**src/verilog/alr_pkg.sv**
```systemverilog
/*
  Shared constants and types for the ambient light readout block:
  serial slave address, register offsets, field positions, reset values,
  gain codes, timing and the serial engine's state encoding.
  Assumes a single 50 MHz core clock.
*/
package alr_pkg;

  // ----------------------------------------------------------------
  // serial slave and register map
  // ----------------------------------------------------------------
  localparam logic [6:0] SLAVE_ADDR    = 7'h39;
  localparam logic [7:0] REG_MODE      = 8'h41;  // operating_mode_and_timing
  localparam logic [7:0] REG_GAIN      = 8'h42;  // gain_and_sensor_control
  localparam logic [7:0] REG_VIS_LO    = 8'h46;
  localparam logic [7:0] REG_VIS_HI    = 8'h47;
  localparam logic [7:0] REG_IR_LO     = 8'h48;
  localparam logic [7:0] REG_IR_HI     = 8'h49;
  localparam logic [7:0] REG_STATUS    = 8'h4a;
  localparam logic [7:0] REG_UPPER_LO  = 8'h4b;
  localparam logic [7:0] REG_UPPER_HI  = 8'h4c;
  localparam logic [7:0] REG_LOWER_LO  = 8'h4d;
  localparam logic [7:0] REG_LOWER_HI  = 8'h4e;

  // field positions
  localparam int MODE_MEAS_EN_BIT  = 0;
  localparam int MODE_TIME_SEL_BIT = 1;
  localparam int GAIN_SEL_LSB      = 0;
  localparam int GAIN_INT_EN_BIT   = 2;
  localparam int STATUS_INT_BIT    = 0;

  // reset values
  localparam logic [7:0]  MODE_RESET  = 8'h00;
  localparam logic [7:0]  GAIN_RESET  = 8'h00;
  localparam logic [15:0] UPPER_RESET = 16'hffff;
  localparam logic [15:0] LOWER_RESET = 16'h0000;
  localparam logic [15:0] COUNT_MAX   = 16'hffff;

  // ----------------------------------------------------------------
  // timing
  // ----------------------------------------------------------------
  localparam int CLK_HZ         = 50_000_000;
  localparam int T_SHORT_MS     = 100;
  localparam int T_LONG_MS      = 400;
  localparam int T_SHORT_CYC    = (CLK_HZ / 1000) * T_SHORT_MS;
  localparam int T_LONG_CYC     = (CLK_HZ / 1000) * T_LONG_MS;

  // serial engine states, one-hot
  typedef enum logic [4:0] {
    ST_IDLE  = 5'h01,
    ST_ADDR  = 5'h02,
    ST_PTR   = 5'h04,
    ST_WDATA = 5'h08,
    ST_RDATA = 5'h10
  } alr_st_t;

  // gain code to per-pulse count step: 1, 2, 64, 128
  function automatic logic [7:0] gain_step(input logic [1:0] sel);
    case (sel)
      2'h0:    gain_step = 8'h01;
      2'h1:    gain_step = 8'h02;
      2'h2:    gain_step = 8'h40;
      default: gain_step = 8'h80;
    endcase
  endfunction : gain_step

  // saturating add keeps counts at full scale instead of wrapping
  function automatic logic [15:0] sat_add(input logic [15:0] a, input logic [7:0] g);
    logic [16:0] s;
    s = {1'b0, a} + {9'h000, g};
    sat_add = s[16] ? COUNT_MAX : s[15:0];
  endfunction : sat_add

endpackage : alr_pkg

```
**src/verilog/alr_reg_if.sv**
```systemverilog
/*
  Byte register access between the serial slave engine and the
  register file. Assumes both ends run on the core clock.
*/
`timescale 1ns/1ps
interface alr_reg_if;
  logic       wr_stb;  // one-cycle write pulse
  logic [7:0] addr;    // register pointer
  logic [7:0] wdata;
  logic [7:0] rdata;   // read data for addr, combinational

  modport slave (output wr_stb, output addr, output wdata, input rdata);
  modport regs  (input wr_stb, input addr, input wdata, output rdata);
endinterface : alr_reg_if

```
**src/verilog/alr_i2c_slave.sv**
```systemverilog
/*
  Two-wire serial slave engine: address match, register pointer,
  auto-incrementing burst writes and reads.
  Assumes clock and data lines already synchronous to the core clock and
  a line period of many core clocks.
*/
`timescale 1ns/1ps
module alr_i2c_slave #(
  parameter logic [6:0] DEV_ADDR = alr_pkg::SLAVE_ADDR
) (
  input  wire logic i_clk,
  input  wire logic i_srst,
  input  wire logic i_scl,
  input  wire logic i_sda,
  output logic      o_sda_oe,
  alr_reg_if.slave  regs
);

  // ----------------------------------------------------------------
  // line edge and condition detect
  // ----------------------------------------------------------------
  logic              scl_q_ff, sda_q_ff;
  alr_pkg::alr_st_t  state_ff, nxt_state;
  logic [3:0]        bit_cnt_ff, nxt_bit_cnt;
  logic [7:0]        shift_ff, nxt_shift;
  logic [7:0]        ptr_ff, nxt_ptr;
  logic              sda_oe_ff, nxt_sda_oe;
  logic              wr_pulse;

  wire start_cond = i_scl & scl_q_ff & sda_q_ff & ~i_sda;
  wire stop_cond  = i_scl & scl_q_ff & ~sda_q_ff & i_sda;
  wire scl_rise   = i_scl & ~scl_q_ff;
  wire scl_fall   = ~i_scl & scl_q_ff;
  wire addr_hit   = shift_ff[7:1] == DEV_ADDR;

  // ----------------------------------------------------------------
  // byte engine
  // ----------------------------------------------------------------
  // bit counter runs 0..9: eight data bits, the ack bit, then wrap
  always_comb begin
    nxt_state   = state_ff;
    nxt_bit_cnt = bit_cnt_ff;
    nxt_shift   = shift_ff;
    nxt_ptr     = ptr_ff;
    nxt_sda_oe  = sda_oe_ff;
    wr_pulse    = 1'b0;
    if (start_cond) begin
      nxt_state   = alr_pkg::ST_ADDR;
      nxt_bit_cnt = 4'h0;
      nxt_sda_oe  = 1'b0;
    end else if (stop_cond || state_ff == alr_pkg::ST_IDLE) begin
      nxt_state   = alr_pkg::ST_IDLE;
      nxt_bit_cnt = 4'h0;
      nxt_sda_oe  = 1'b0;
    end else if (scl_rise) begin
      nxt_bit_cnt = bit_cnt_ff + 4'h1;
      if (bit_cnt_ff < 4'h8 && state_ff != alr_pkg::ST_RDATA)
        nxt_shift = {shift_ff[6:0], i_sda};
      // a nack from the host ends the read burst
      if (bit_cnt_ff == 4'h8 && state_ff == alr_pkg::ST_RDATA && i_sda)
        nxt_state = alr_pkg::ST_IDLE;
    end else if (scl_fall) begin
      if (bit_cnt_ff == 4'h8) begin
        nxt_sda_oe = state_ff != alr_pkg::ST_RDATA;
        case (state_ff)
          alr_pkg::ST_ADDR: begin
            if (!addr_hit) begin
              nxt_state  = alr_pkg::ST_IDLE;
              nxt_sda_oe = 1'b0;
            end else begin
              nxt_state = shift_ff[0] ? alr_pkg::ST_RDATA : alr_pkg::ST_PTR;
            end
          end
          alr_pkg::ST_PTR: begin
            nxt_ptr   = shift_ff;
            nxt_state = alr_pkg::ST_WDATA;
          end
          alr_pkg::ST_WDATA: begin
            wr_pulse = 1'b1;  // write strobe for every data byte, to whichever register the pointer names
            nxt_ptr  = ptr_ff + 8'h01;
          end
          default: ;
        endcase
      end else if (bit_cnt_ff == 4'h9) begin
        nxt_bit_cnt = 4'h0;
        nxt_sda_oe  = 1'b0;
        if (state_ff == alr_pkg::ST_RDATA) begin
          nxt_shift  = regs.rdata;
          nxt_sda_oe = ~regs.rdata[7];
          nxt_ptr    = ptr_ff + 8'h01;
        end
      end else if (state_ff == alr_pkg::ST_RDATA) begin
        nxt_shift  = {shift_ff[6:0], 1'b0};
        nxt_sda_oe = ~shift_ff[6];
      end
    end
  end

  // state registers
  always_ff @(posedge i_clk) begin
    if (i_srst) begin
      scl_q_ff   <= 1'b1;
      sda_q_ff   <= 1'b1;
      state_ff   <= alr_pkg::ST_IDLE;
      bit_cnt_ff <= 4'h0;
      shift_ff   <= 8'h00;
      ptr_ff     <= 8'h00;
      sda_oe_ff  <= 1'b0;
    end else begin
      scl_q_ff   <= i_scl;
      sda_q_ff   <= i_sda;
      state_ff   <= nxt_state;
      bit_cnt_ff <= nxt_bit_cnt;
      shift_ff   <= nxt_shift;
      ptr_ff     <= nxt_ptr;
      sda_oe_ff  <= nxt_sda_oe;
    end
  end

  assign o_sda_oe    = sda_oe_ff;
  assign regs.wr_stb = wr_pulse;
  assign regs.addr   = ptr_ff;
  assign regs.wdata  = shift_ff;

endmodule : alr_i2c_slave

```
**src/verilog/alr_top.sv**
```systemverilog
/*
  Ambient light readout: integration timer, gain-weighted saturating
  channel counters, paired result capture, window compare and interrupt,
  byte register file behind the serial slave.
  Assumes the analog front end gives one-cycle pulses per charge quantum
  on each channel, and that serial lines are synchronous to the clock.
*/
`timescale 1ns/1ps

module alr_top #(
  parameter int SHORT_CYC = alr_pkg::T_SHORT_CYC,
  parameter int LONG_CYC  = alr_pkg::T_LONG_CYC
) (
  input  wire logic       I_CORE_CLK,
  input  wire logic       I_SRST,
  input  wire logic       I_SCL,
  input  wire logic       I_SDA,
  output logic            O_SDA_OUT,
  output logic            O_SDA_OE,
  input  wire logic       I_VIS_PULSE,
  input  wire logic       I_IR_PULSE,
  output logic [1:0]      O_GAIN_SEL,
  output logic            O_MEAS_ACTIVE,
  output logic            O_INT_N
);

  localparam int CNT_W = $clog2(LONG_CYC + 1);

  // ----------------------------------------------------------------
  // elaboration checks
  // ----------------------------------------------------------------
  if (SHORT_CYC < 2 || LONG_CYC < SHORT_CYC) begin : g_bad_period
    $error("integration periods must be at least 2 and long >= short");
  end

  // ----------------------------------------------------------------
  // serial slave
  // ----------------------------------------------------------------
  alr_reg_if bus ();

  alr_i2c_slave u_slave (
    .i_clk    (I_CORE_CLK),
    .i_srst   (I_SRST),
    .i_scl    (I_SCL),
    .i_sda    (I_SDA),
    .o_sda_oe (O_SDA_OE),
    .regs     (bus.slave)
  );

  assign O_SDA_OUT = 1'b0;  // open drain: only ever pulls low

  // ----------------------------------------------------------------
  // register file
  // ----------------------------------------------------------------
  logic [7:0]       mode_ff, gain_ff;
  logic [15:0]      upper_ff, lower_ff;
  logic [15:0]      vis_res_ff, ir_res_ff;
  logic [15:0]      vis_acc_ff, ir_acc_ff;
  logic [CNT_W-1:0] cnt_ff;
  logic             int_flag_ff;

  wire wr_mode  = bus.wr_stb && bus.addr == alr_pkg::REG_MODE;
  wire wr_gain  = bus.wr_stb && bus.addr == alr_pkg::REG_GAIN;
  wire wr_up_lo = bus.wr_stb && bus.addr == alr_pkg::REG_UPPER_LO;
  wire wr_up_hi = bus.wr_stb && bus.addr == alr_pkg::REG_UPPER_HI;
  wire wr_lo_lo = bus.wr_stb && bus.addr == alr_pkg::REG_LOWER_LO;
  wire wr_lo_hi = bus.wr_stb && bus.addr == alr_pkg::REG_LOWER_HI;
  wire int_clr  = bus.wr_stb && bus.addr == alr_pkg::REG_STATUS
                  && bus.wdata[alr_pkg::STATUS_INT_BIT];

  // configuration bytes
  always_ff @(posedge I_CORE_CLK) begin
    if (I_SRST) begin
      mode_ff <= alr_pkg::MODE_RESET;
      gain_ff <= alr_pkg::GAIN_RESET;
    end else begin
      if (wr_mode) mode_ff <= bus.wdata;
      if (wr_gain) gain_ff <= bus.wdata;
    end
  end

  // window limits, written one byte at a time
  always_ff @(posedge I_CORE_CLK) begin
    if (I_SRST) begin
      upper_ff <= alr_pkg::UPPER_RESET;
      lower_ff <= alr_pkg::LOWER_RESET;
    end else begin
      if (wr_up_lo) upper_ff[7:0]  <= bus.wdata;
      if (wr_up_hi) upper_ff[15:8] <= bus.wdata;
      if (wr_lo_lo) lower_ff[7:0]  <= bus.wdata;
      if (wr_lo_hi) lower_ff[15:8] <= bus.wdata;
    end
  end

  // read mux; unmapped offsets read zero
  always_comb begin
    case (bus.addr)
      alr_pkg::REG_MODE:     bus.rdata = mode_ff;
      alr_pkg::REG_GAIN:     bus.rdata = gain_ff;
      alr_pkg::REG_VIS_LO:   bus.rdata = vis_res_ff[7:0];
      alr_pkg::REG_VIS_HI:   bus.rdata = vis_res_ff[15:8];
      alr_pkg::REG_IR_LO:    bus.rdata = ir_res_ff[7:0];
      alr_pkg::REG_IR_HI:    bus.rdata = ir_res_ff[15:8];
      alr_pkg::REG_STATUS:   bus.rdata = {7'h00, int_flag_ff};
      alr_pkg::REG_UPPER_LO: bus.rdata = upper_ff[7:0];
      alr_pkg::REG_UPPER_HI: bus.rdata = upper_ff[15:8];
      alr_pkg::REG_LOWER_LO: bus.rdata = lower_ff[7:0];
      alr_pkg::REG_LOWER_HI: bus.rdata = lower_ff[15:8];
      default:               bus.rdata = 8'h00;
    endcase
  end

  // ----------------------------------------------------------------
  // integration and capture
  // ----------------------------------------------------------------
  wire              meas_en  = mode_ff[alr_pkg::MODE_MEAS_EN_BIT];
  wire              long_sel = mode_ff[alr_pkg::MODE_TIME_SEL_BIT];
  wire              int_en   = gain_ff[alr_pkg::GAIN_INT_EN_BIT];
  wire [1:0]        gain_sel = gain_ff[alr_pkg::GAIN_SEL_LSB +: 2];
  wire [7:0]        step     = alr_pkg::gain_step(gain_sel);  // same step both channels
  wire [CNT_W-1:0]  last_cnt = long_sel ? CNT_W'(LONG_CYC - 1)
                                        : CNT_W'(SHORT_CYC - 1);
  wire              period_end = meas_en && cnt_ff == last_cnt;
  wire [15:0]       vis_next = I_VIS_PULSE ? alr_pkg::sat_add(vis_acc_ff, step) : vis_acc_ff;
  wire [15:0]       ir_next  = I_IR_PULSE  ? alr_pkg::sat_add(ir_acc_ff, step)  : ir_acc_ff;
  wire              out_win  = vis_next < lower_ff || vis_next > upper_ff;

  // a mode write restarts the period so a shorter time never overruns
  always_ff @(posedge I_CORE_CLK) begin
    if (I_SRST || !meas_en || wr_mode || period_end) cnt_ff <= '0;
    else                                            cnt_ff <= cnt_ff + CNT_W'(1);
  end

  // counts grow by gain per quantum over the period
  always_ff @(posedge I_CORE_CLK) begin
    if (I_SRST || !meas_en || wr_mode || period_end) begin
      vis_acc_ff <= 16'h0000;
      ir_acc_ff  <= 16'h0000;
    end else begin
      vis_acc_ff <= vis_next;  // saturates at full scale
      ir_acc_ff  <= ir_next;
    end
  end

  // both results land on the same edge
  always_ff @(posedge I_CORE_CLK) begin
    if (I_SRST) begin
      vis_res_ff <= 16'h0000;
      ir_res_ff  <= 16'h0000;
    end else if (period_end) begin
      vis_res_ff <= vis_next;
      ir_res_ff  <= ir_next;
    end
  end

  // sticky flag: a new event beats a clear in the same cycle
  always_ff @(posedge I_CORE_CLK) begin
    if (I_SRST)                           int_flag_ff <= 1'b0;
    else if (period_end && int_en && out_win) int_flag_ff <= 1'b1;
    else if (int_clr)                     int_flag_ff <= 1'b0;
  end

  assign O_INT_N       = ~int_flag_ff;
  assign O_GAIN_SEL    = gain_sel;
  assign O_MEAS_ACTIVE = meas_en;

  // cycles since the last restart, counted apart from the period counter
  int since_ff;
  always_ff @(posedge I_CORE_CLK) begin
    if (I_SRST || !meas_en || wr_mode || period_end) since_ff <= 0;
    else                                            since_ff <= since_ff + 1;
  end
endmodule : alr_top

```
**config.mk**
```make
export PLATFORM = sky130hd
export DESIGN_NAME = alr_top
export DESIGN_NICKNAME = d
export VERILOG_FILES = /design/src/verilog/alr_pkg.sv /design/src/verilog/alr_reg_if.sv /design/src/verilog/alr_i2c_slave.sv /design/src/verilog/alr_top.sv
export SDC_FILE = /design/constraint.sdc
export NUM_CORES = 1
export LEC_CHECK = 0
export ABC_AREA = 1
export ABC_CLOCK_PERIOD_IN_PS = 2630
export BUFFER_PORTS_ARGS = -buffer_cell sky130_fd_sc_hd__buf_4
export CELL_PAD_IN_SITES_DETAIL_PLACEMENT = 1
export CELL_PAD_IN_SITES_GLOBAL_PLACEMENT = 2
export CORE_MARGIN = 2
export CORE_UTILIZATION = 33
export CTS_CLUSTER_DIAMETER = 120
export DETAILED_ROUTE_END_ITERATION = 7
export GPL_TIMING_DRIVEN = 0
export PLACE_DENSITY_LB_ADDON = 0.12
export SLEW_MARGIN = 0
export SYNTH_ARGS = -nofsm -noshare
export SYNTH_HDL_FRONTEND = slang
export SYNTH_HIERARCHICAL = 1
export SYNTH_SLANG_ARGS = --single-unit
```
**constraint.sdc**
```tcl
create_clock -name I_CORE_CLK -period 2.63 [get_ports I_CORE_CLK]
set_input_delay 0.1315 -clock I_CORE_CLK [delete_from_list [all_inputs] [get_ports I_CORE_CLK]]
set_output_delay 0.1315 -clock I_CORE_CLK [all_outputs]
set_load 0.02 [all_outputs]
```
==> results.md, run 1 <==
* # H-tree levels at 4
* Initial antenna violation count at 0
* Pwr Total at 0.00518 W
* Worst vdd ir at 0.393 mV
* Initial DRC Count at 452
* Failing checks: negative setup slack
* Port bufs at 9
* Pwr/cell area at 462 nW/um^2
* Slowest stage delay, CP at 0.39 ns
* Die area at 29600 sq um
* Max_cap viols at 0
* EDFF count, synth at 0
* Starting Density at 33.5%
* Vias in the first global route at 8914
* Antenna viol nets, final at 0
* Yosys top cell area share at 35.7%
* Clock Path Buffers at 2
* CTS tree: yes
* Final worst path period share at 123%
* CP required at 2.93 ns
* Yosys reg bits at 166
* Clk_skew at 0.0128 ns
* Slew margin rel. at 46.7%
* Placer Congestion at 0.814
* Worst setup margin at -0.618 ns
* Startpoint types: flip-flop
* Endpoint class of the critical path: flip-flop
* DR WL/cell at 17.5 microns
* Netlist cell types at 54
* Yosys Warn Count at 6
* Critical path type: flip-flop to flip-flop
* Slowest library cell on the worst path: dfxtp_4
* Leak at 4.65 nW
* Via count at 8919
* GRT Total Usage at 21.7%
* Total wire length at 31200 microns
* Worst hold margin at 0.286 ns
* Crit-path max FO at 6
* Final Critical Period at 3.25 ns
* Fillers at 3528
* Core box area at 27800 sq um
* Area grow syn2layout at 20.4%
* CP top delay family: simple AND/OR/NAND/NOR gates
* Final Max Slew Viols at 0
* Worst slew pin tran at 0.800 ns
* Fin. Hold Viols at 0
* Synth area leaders: dfxtp_1 36%, inv_1 8.1%, nand2_1 7.9%
* Area leader, netlist: dfxtp_1
* Die Wd at 172 microns
* Worst Path Buf+Inv at 7
* Top_reg_cell synth: dfxtp_1
* Final setup viols at 1
* Mean Syn Cell Area at 7.07 sq um
* Clk slew on worst S/H paths at 0.07 ns
* Site Rows at 61
* Place WS at -1.17 ns
* Num ports at 12
* Height of the die at 172 microns
* Clk sinks at 166
* Synthesized net count at 1372
* Largest net degree at the start of global routing at 17
* Nets at 1444
* Outcome: finished, violations left
* Netlist Area Pre-Place at 9320 sq um
* Crit path top cell by count: nand2_2
* Arrival time of the worst setup path at 3.55 ns
* Fmax at 308 MHz
* DRT Pass-1 Iters at 5
* Cts bufs inserted at 17
* RSZ-0062 raised after global routing: true
* CTS root buf: clkbuf_16
* Worst Hold Class: input pin to flip-flop
* Drc violations at 0
* Sequential fraction of the synthesis area at 35.7%
* GRT overflow at 0
* First-pass GRT wire length at 48800 microns
* Clock latency on the worst-skew pair at 0.44 ns
* Vias/cell at 5.01
* Post-synthesis async set-or-reset flop share at 0%
* Ant diodes at 0
* Cells after Synth at 1319
* Dpl hpwl at 23400 microns
* Share of post-route cells with drive strength above 1 at 18.4%
-- final cells by class --
class	instances	area [sq um]	share of cell area (%)
Clock inverter	13	120	1.07
Clock buffer	19	443	3.95
Tap cell	378	473	4.22
Timing Repair Buffer	53	413	3.68
Buffer	36	206	1.84
Inverter	221	845	7.53
Sequential cell	166	3330	29.7
Multi-Input combinational cell	896	5390	48.0
-- cell usage in the layout, fill, tap and decap left out, types with 12 or more instances in the layout --
cell type	count
a21oi_1	102
a221oi_1	12
buf_2	15
buf_4	53
clkbuf_16	17
dfxtp_1	164
ha_1	36
inv_1	194
inv_2	21
nand2_1	185
nand2_2	16
nand3_1	63
nand3_2	16
nand4_1	18
nor2_1	156
nor2_4	17
nor3_1	22
o21ai_0	97
o22ai_1	20
xor2_1	12
-- power by group --
| part | total [W] | internal (W) | switching, W |
|---|---|---|---|
| Combinational | 0.000173 | 0.0000518 | 0.000121 |
| Sequential | 0.00252 | 0.00251 | 0.00000926 |
| Clock | 0.00248 | 0.00134 | 0.00114 |
-- through the flow --
stage,std cells,TNS [ns],area (sq um),util [%]
floorplan,1319,-0.166,9330,-
detailed placement,1706,-19.26,9880,35.6
global placement,1706,-71.33,9870,35.5
CTS,1774,-0.635,11000,39.6
finish,1782,-0.618,11200,40.4
global route,1782,-0.855,11200,40.4
-- worst min-delay path: cells and delay by family --
family                 cells  cell delay (ns)
buffers and inverters      2             0.21
muxes                      1             0.12
and+or+nand+nor            2             0.22
-- what timing repair did --
item	in CTS	in global routing
resized for setup	59	41
setup buffers	33	8
setup endpoints to repair	105	27
hold endpoints to repair	6	0
hold buffers	3	0
pin swaps	26	32
-- registers in the layout, summed over array words and instances (netlist names) --
signal,count
vis_res_ff,16
u_slave/bit_cnt_ff,4
u_slave/regs.wdata,8
ir_acc_ff,16
lower_ff,16
cnt_ff,25
mode_ff,8
int_flag_ff,1
upper_ff,16
ir_res_ff,16
u_slave/o_sda_oe,1
u_slave/scl_q_ff,1
u_slave/state_ff,5
u_slave/sda_q_ff,1
u_slave/regs.addr,8
vis_acc_ff,16
gain_ff,8
-- worst paths after layout --
path,endpoint,depth (start not counted),from,slack (ns)
setup / recovery,int_flag_ff,27,gain_ff[1],-0.62
hold / removal,vis_acc_ff[0],5,I_VIS_PULSE,0.29
setup reg to reg,int_flag_ff,27,gain_ff[1],-0.62
hold reg to reg,cnt_ff[0],1,cnt_ff[0],0.45
-- Yosys cell counts (6+ instances only) --
| library cell | number |
|---|---|
| nor4_1 | 8 |
| nand3_1 | 67 |
| nand2_2 | 8 |
| o22ai_1 | 22 |
| buf_2 | 18 |
| a21oi_1 | 106 |
| nor2_2 | 14 |
| a221oi_1 | 15 |
| nor2_1 | 164 |
| o21ai_2 | 6 |
| inv_1 | 202 |
| nand3_2 | 13 |
| nor2_4 | 6 |
| a211oi_1 | 7 |
| xnor2_1 | 7 |
| nand4_1 | 18 |
| ha_1 | 47 |
| o21ai_1 | 10 |
| dfxtp_1 | 166 |
| xor2_1 | 12 |
| nand2_1 | 195 |
| inv_2 | 17 |
| nor3_1 | 27 |
| clkbuf_1 | 11 |
| o21ai_0 | 100 |
-- routing by layer --
layer,global-route usage (%),vias to the layer above,share of wire (%)
li1,-,4481,-
met1,28.8,4310,47
met2,37.0,95,49
met3,2.77,33,2.2
met4,6.28,0,1.9
met5,0,-,0
-- cells by family (layout without fill, tap and decap cells) --
group | after synthesis | in the layout | share of synthesized area (%)
xor+xnor | 19 | 19 | 1.79
mux | 1 | 1 | 0.107
fa+ha+maj | 47 | 47 | 6.31
other cells | 1 | 1 | 0.0402
buf+inv | 257 | 342 | 11.0
simple gates | 537 | 537 | 27.1
flops | 166 | 166 | 35.7
compound gates | 291 | 291 | 17.9
Note: power is estimated with default switching activity, not from simulation.
==> run 2, diff against run 1 <==
- CORE_MARGIN: 2 -> not set
==> run 2 against run 1 <==
Net effect:
- the flow still finishes with violations (negative setup slack)
- clock power down 2%
- largest power group unchanged
- power down 0.99%
- setup slack worse by 0.073 ns
- die area down 2.3%
- sequential power about the same
- register-to-register slack worse by 0.07 ns
- critical path depth down 5
- critical endpoint unchanged
- fmax down 2.2%
- final cell count down 0.17%
- non-clock buffer count down 3
==> results.md, run 2 (synthesis gave the netlist of run 1 again) <==
* Worst setup margin at -0.691 ns (-0.0732 ns)
* Max_cap viols at 0 (unchanged)
* Total negative slack at -0.691 ns (-0.0732 ns)
* Initial antenna violation count at 0 (unchanged)
* Nets at 1441 (-0.21%)
* Leak at 4.63 nW (-0.50%)
* RSZ-0062 raised after global routing: true
* Crit path top cell by count: nand2_2
* Crit-path max FO at 6 (unchanged)
* Critical path type: flip-flop to flip-flop
* Clock latency on the worst-skew pair at 0.45 ns (about the same)
* CP top delay family: simple AND/OR/NAND/NOR gates
* Clk_skew at 0.0122 ns (-0.000553 ns)
* First-pass GRT wire length at 49700 microns (+1.8%)
* Place WS at -1.18 ns (-0.0158 ns)
* Core box area at 27800 sq um (unchanged)
* CTS root buf: clkbuf_16
* Critical path depth at 22 (-19%)
* Outcome: finished, violations left
* DRT Pass-1 Iters at 4 (-1)
* Port bufs at 9 (unchanged)
* GRT overflow at 0 (unchanged)
* Largest net degree at the start of global routing at 17 (unchanged)
* Reg with most FFs: cnt_ff
* Total wire length at 31500 microns (+0.87%)
* Share of post-route cells with drive strength above 1 at 18.6% (+0.18 points)
* Via count at 8943 (+0.27%)
* GRT Total Usage at 22.6% (+0.89 points)
* Initial DRC Count at 389 (-14%)
* Startpoint types: flip-flop
* Clk slew on worst S/H paths at 0.07 ns (about the same)
* Final Critical Period at 3.32 ns (+0.0732 ns)
* Placer Congestion at 0.842 (+3.5%)
* Clk sinks at 166 (unchanged)
* Worst hold margin at 0.272 ns (-0.0140 ns)
* Endpoint class of the critical path: flip-flop
* Pwr Total at 0.00513 W (-0.99%)
* Vias in the first global route at 8998 (+0.94%)
* Worst slew pin tran at 0.705 ns (-0.0950 ns)
* Final Max Slew Viols at 0 (unchanged)
* Arrival time of the worst setup path at 3.69 ns (+0.14 ns)
* Worst Path Buf+Inv at 2 (-5)
* Slowest library cell on the worst path: dfxtp_4
* Vias/cell at 5.03 (+0.44%)
* Die Wd at 170 microns (-1.2%)
* DR WL/cell at 17.7 microns (+1.0%)
* Site Rows at 61 (unchanged)
* Clock Path Buffers at 2 (unchanged)
* Height of the die at 170 microns (-1.2%)
* Antenna viol nets, final at 0 (unchanged)
* Ant diodes at 0 (unchanged)
* Pwr/cell area at 456 nW/um^2 (-1.3%)
* Fmax at 301 MHz (-2.2%)
* Most common cell after layout, fill and taps aside: inv_1
* Most frequent cells in the layout: 194 x inv_1, 184 x nand2_1, 164 x dfxtp_1
* Failing checks: negative setup slack
* Worst Hold Class: input pin to flip-flop
* Cts bufs inserted at 17 (unchanged)
* Slew margin rel. at 53.0% (+6.3 points)
* Final setup viols at 1 (unchanged)
* Starting Density at 33.5% (unchanged)
* Area grow syn2layout at 20.8%
* CP required at 3.00 ns (+0.07 ns)
* Slowest stage delay, CP at 0.40 ns (about the same)
* Final worst path period share at 126% (+2.8 points)
* Num ports at 12 (unchanged)
* Die area at 28900 sq um (-2.3%)
* Largest register FFs at 25 (unchanged)
* Drc violations at 0 (unchanged)
* Worst path cell trace: nor2_4 -> ha_4 -> inv_1 -> nand2_2 -> nand2_2 -> nor2_4 -> nand3_2 -> o21ai_2 -> nand3_2 -> nor2_4 -> nand2_4 -> a21oi_4 -> o21ai_4 -> buf_4 -> ha_1 -> nand4_1 -> o221a_2 -> nand2_1 -> nand2_2 -> nand2_2 -> nand2_1 -> a21oi_1
* Reg2reg path depth at 22 (-19%)
* CTS tree: yes
* Fin. Hold Viols at 0 (unchanged)
* # H-tree levels at 4 (unchanged)
* Worst vdd ir at 0.407 mV (+3.5%)
* Dpl hpwl at 23500 microns (+0.48%)
* Worst hold path stage count at 5 (unchanged)
[run 2: cell types whose count changed in the layout (fill, tap and decap cells not counted), sizes merged]
cell | before | now
inv | 225 | 229
buf | 72 | 70
clkbuf | 33 | 31
bufinv | 1 | 0
clkinv | 5 | 4
clkinvlp | 3 | 2
[run 2: tightest hold or removal path: cells and delay by family]
family                 cells  cell delay [ns]
muxes                      1             0.12
buffers and inverters      2             0.20
and+or+nand+nor            2             0.22
[run 2: metrics by stage]
step	instances	cell area, sq um	utilization [%]
after global routing	1779	11300	40.5
after CTS	1761	10900	39.2
after detailed placement	1706	9880	35.6
after global placement	1706	9870	35.5
final	1779	11300	40.5
after floorplan	1319	9330	-
[run 2: power breakdown]
part | switching (W) | total (W) | internal [W]
combinational | 0.000121 | 0.000174 | 0.0000523
sequential | 0.00000946 | 0.00252 | 0.00251
clock | 0.00120 | 0.00243 | 0.00124
total | 0.00133 | 0.00513 | 0.00380
[run 2: area by class of cell]
class	instances	area (sq um)
plain buffers	36	200
clock buffers	18	429
clock inverters	14	114
fillers	3521	16500
inverters	221	847
multi-input cells	896	5450
flip-flops and latches	166	3330
well taps	378	473
repair buffers	50	407
[run 2: what timing repair did]
item	in CTS	in global routing
hold endpoints to repair	6	0
setup endpoints to repair	95	55
hold buffers	3	0
pin swaps	13	36
buffers inserted	20	18
resized for setup	60	47
[run 2: routing by layer]
metal	part of all wire (%)	wire length (microns)	GRT usage, %
met5	0	0	0
met4	1.2	393	5.99
met3	2.4	766	3.35
met2	48	15300	38.3
met1	48	15000	29.8
[run 2: final timing paths]
| path | start | endpoint | slack (ns) |
|---|---|---|---|
| min | I_VIS_PULSE | vis_acc_ff[0] | 0.27 |
| max | gain_ff[1] | int_flag_ff | -0.69 |
| min reg2reg | cnt_ff[0] | cnt_ff[0] | 0.45 |
| max reg2reg | gain_ff[1] | int_flag_ff | -0.69 |
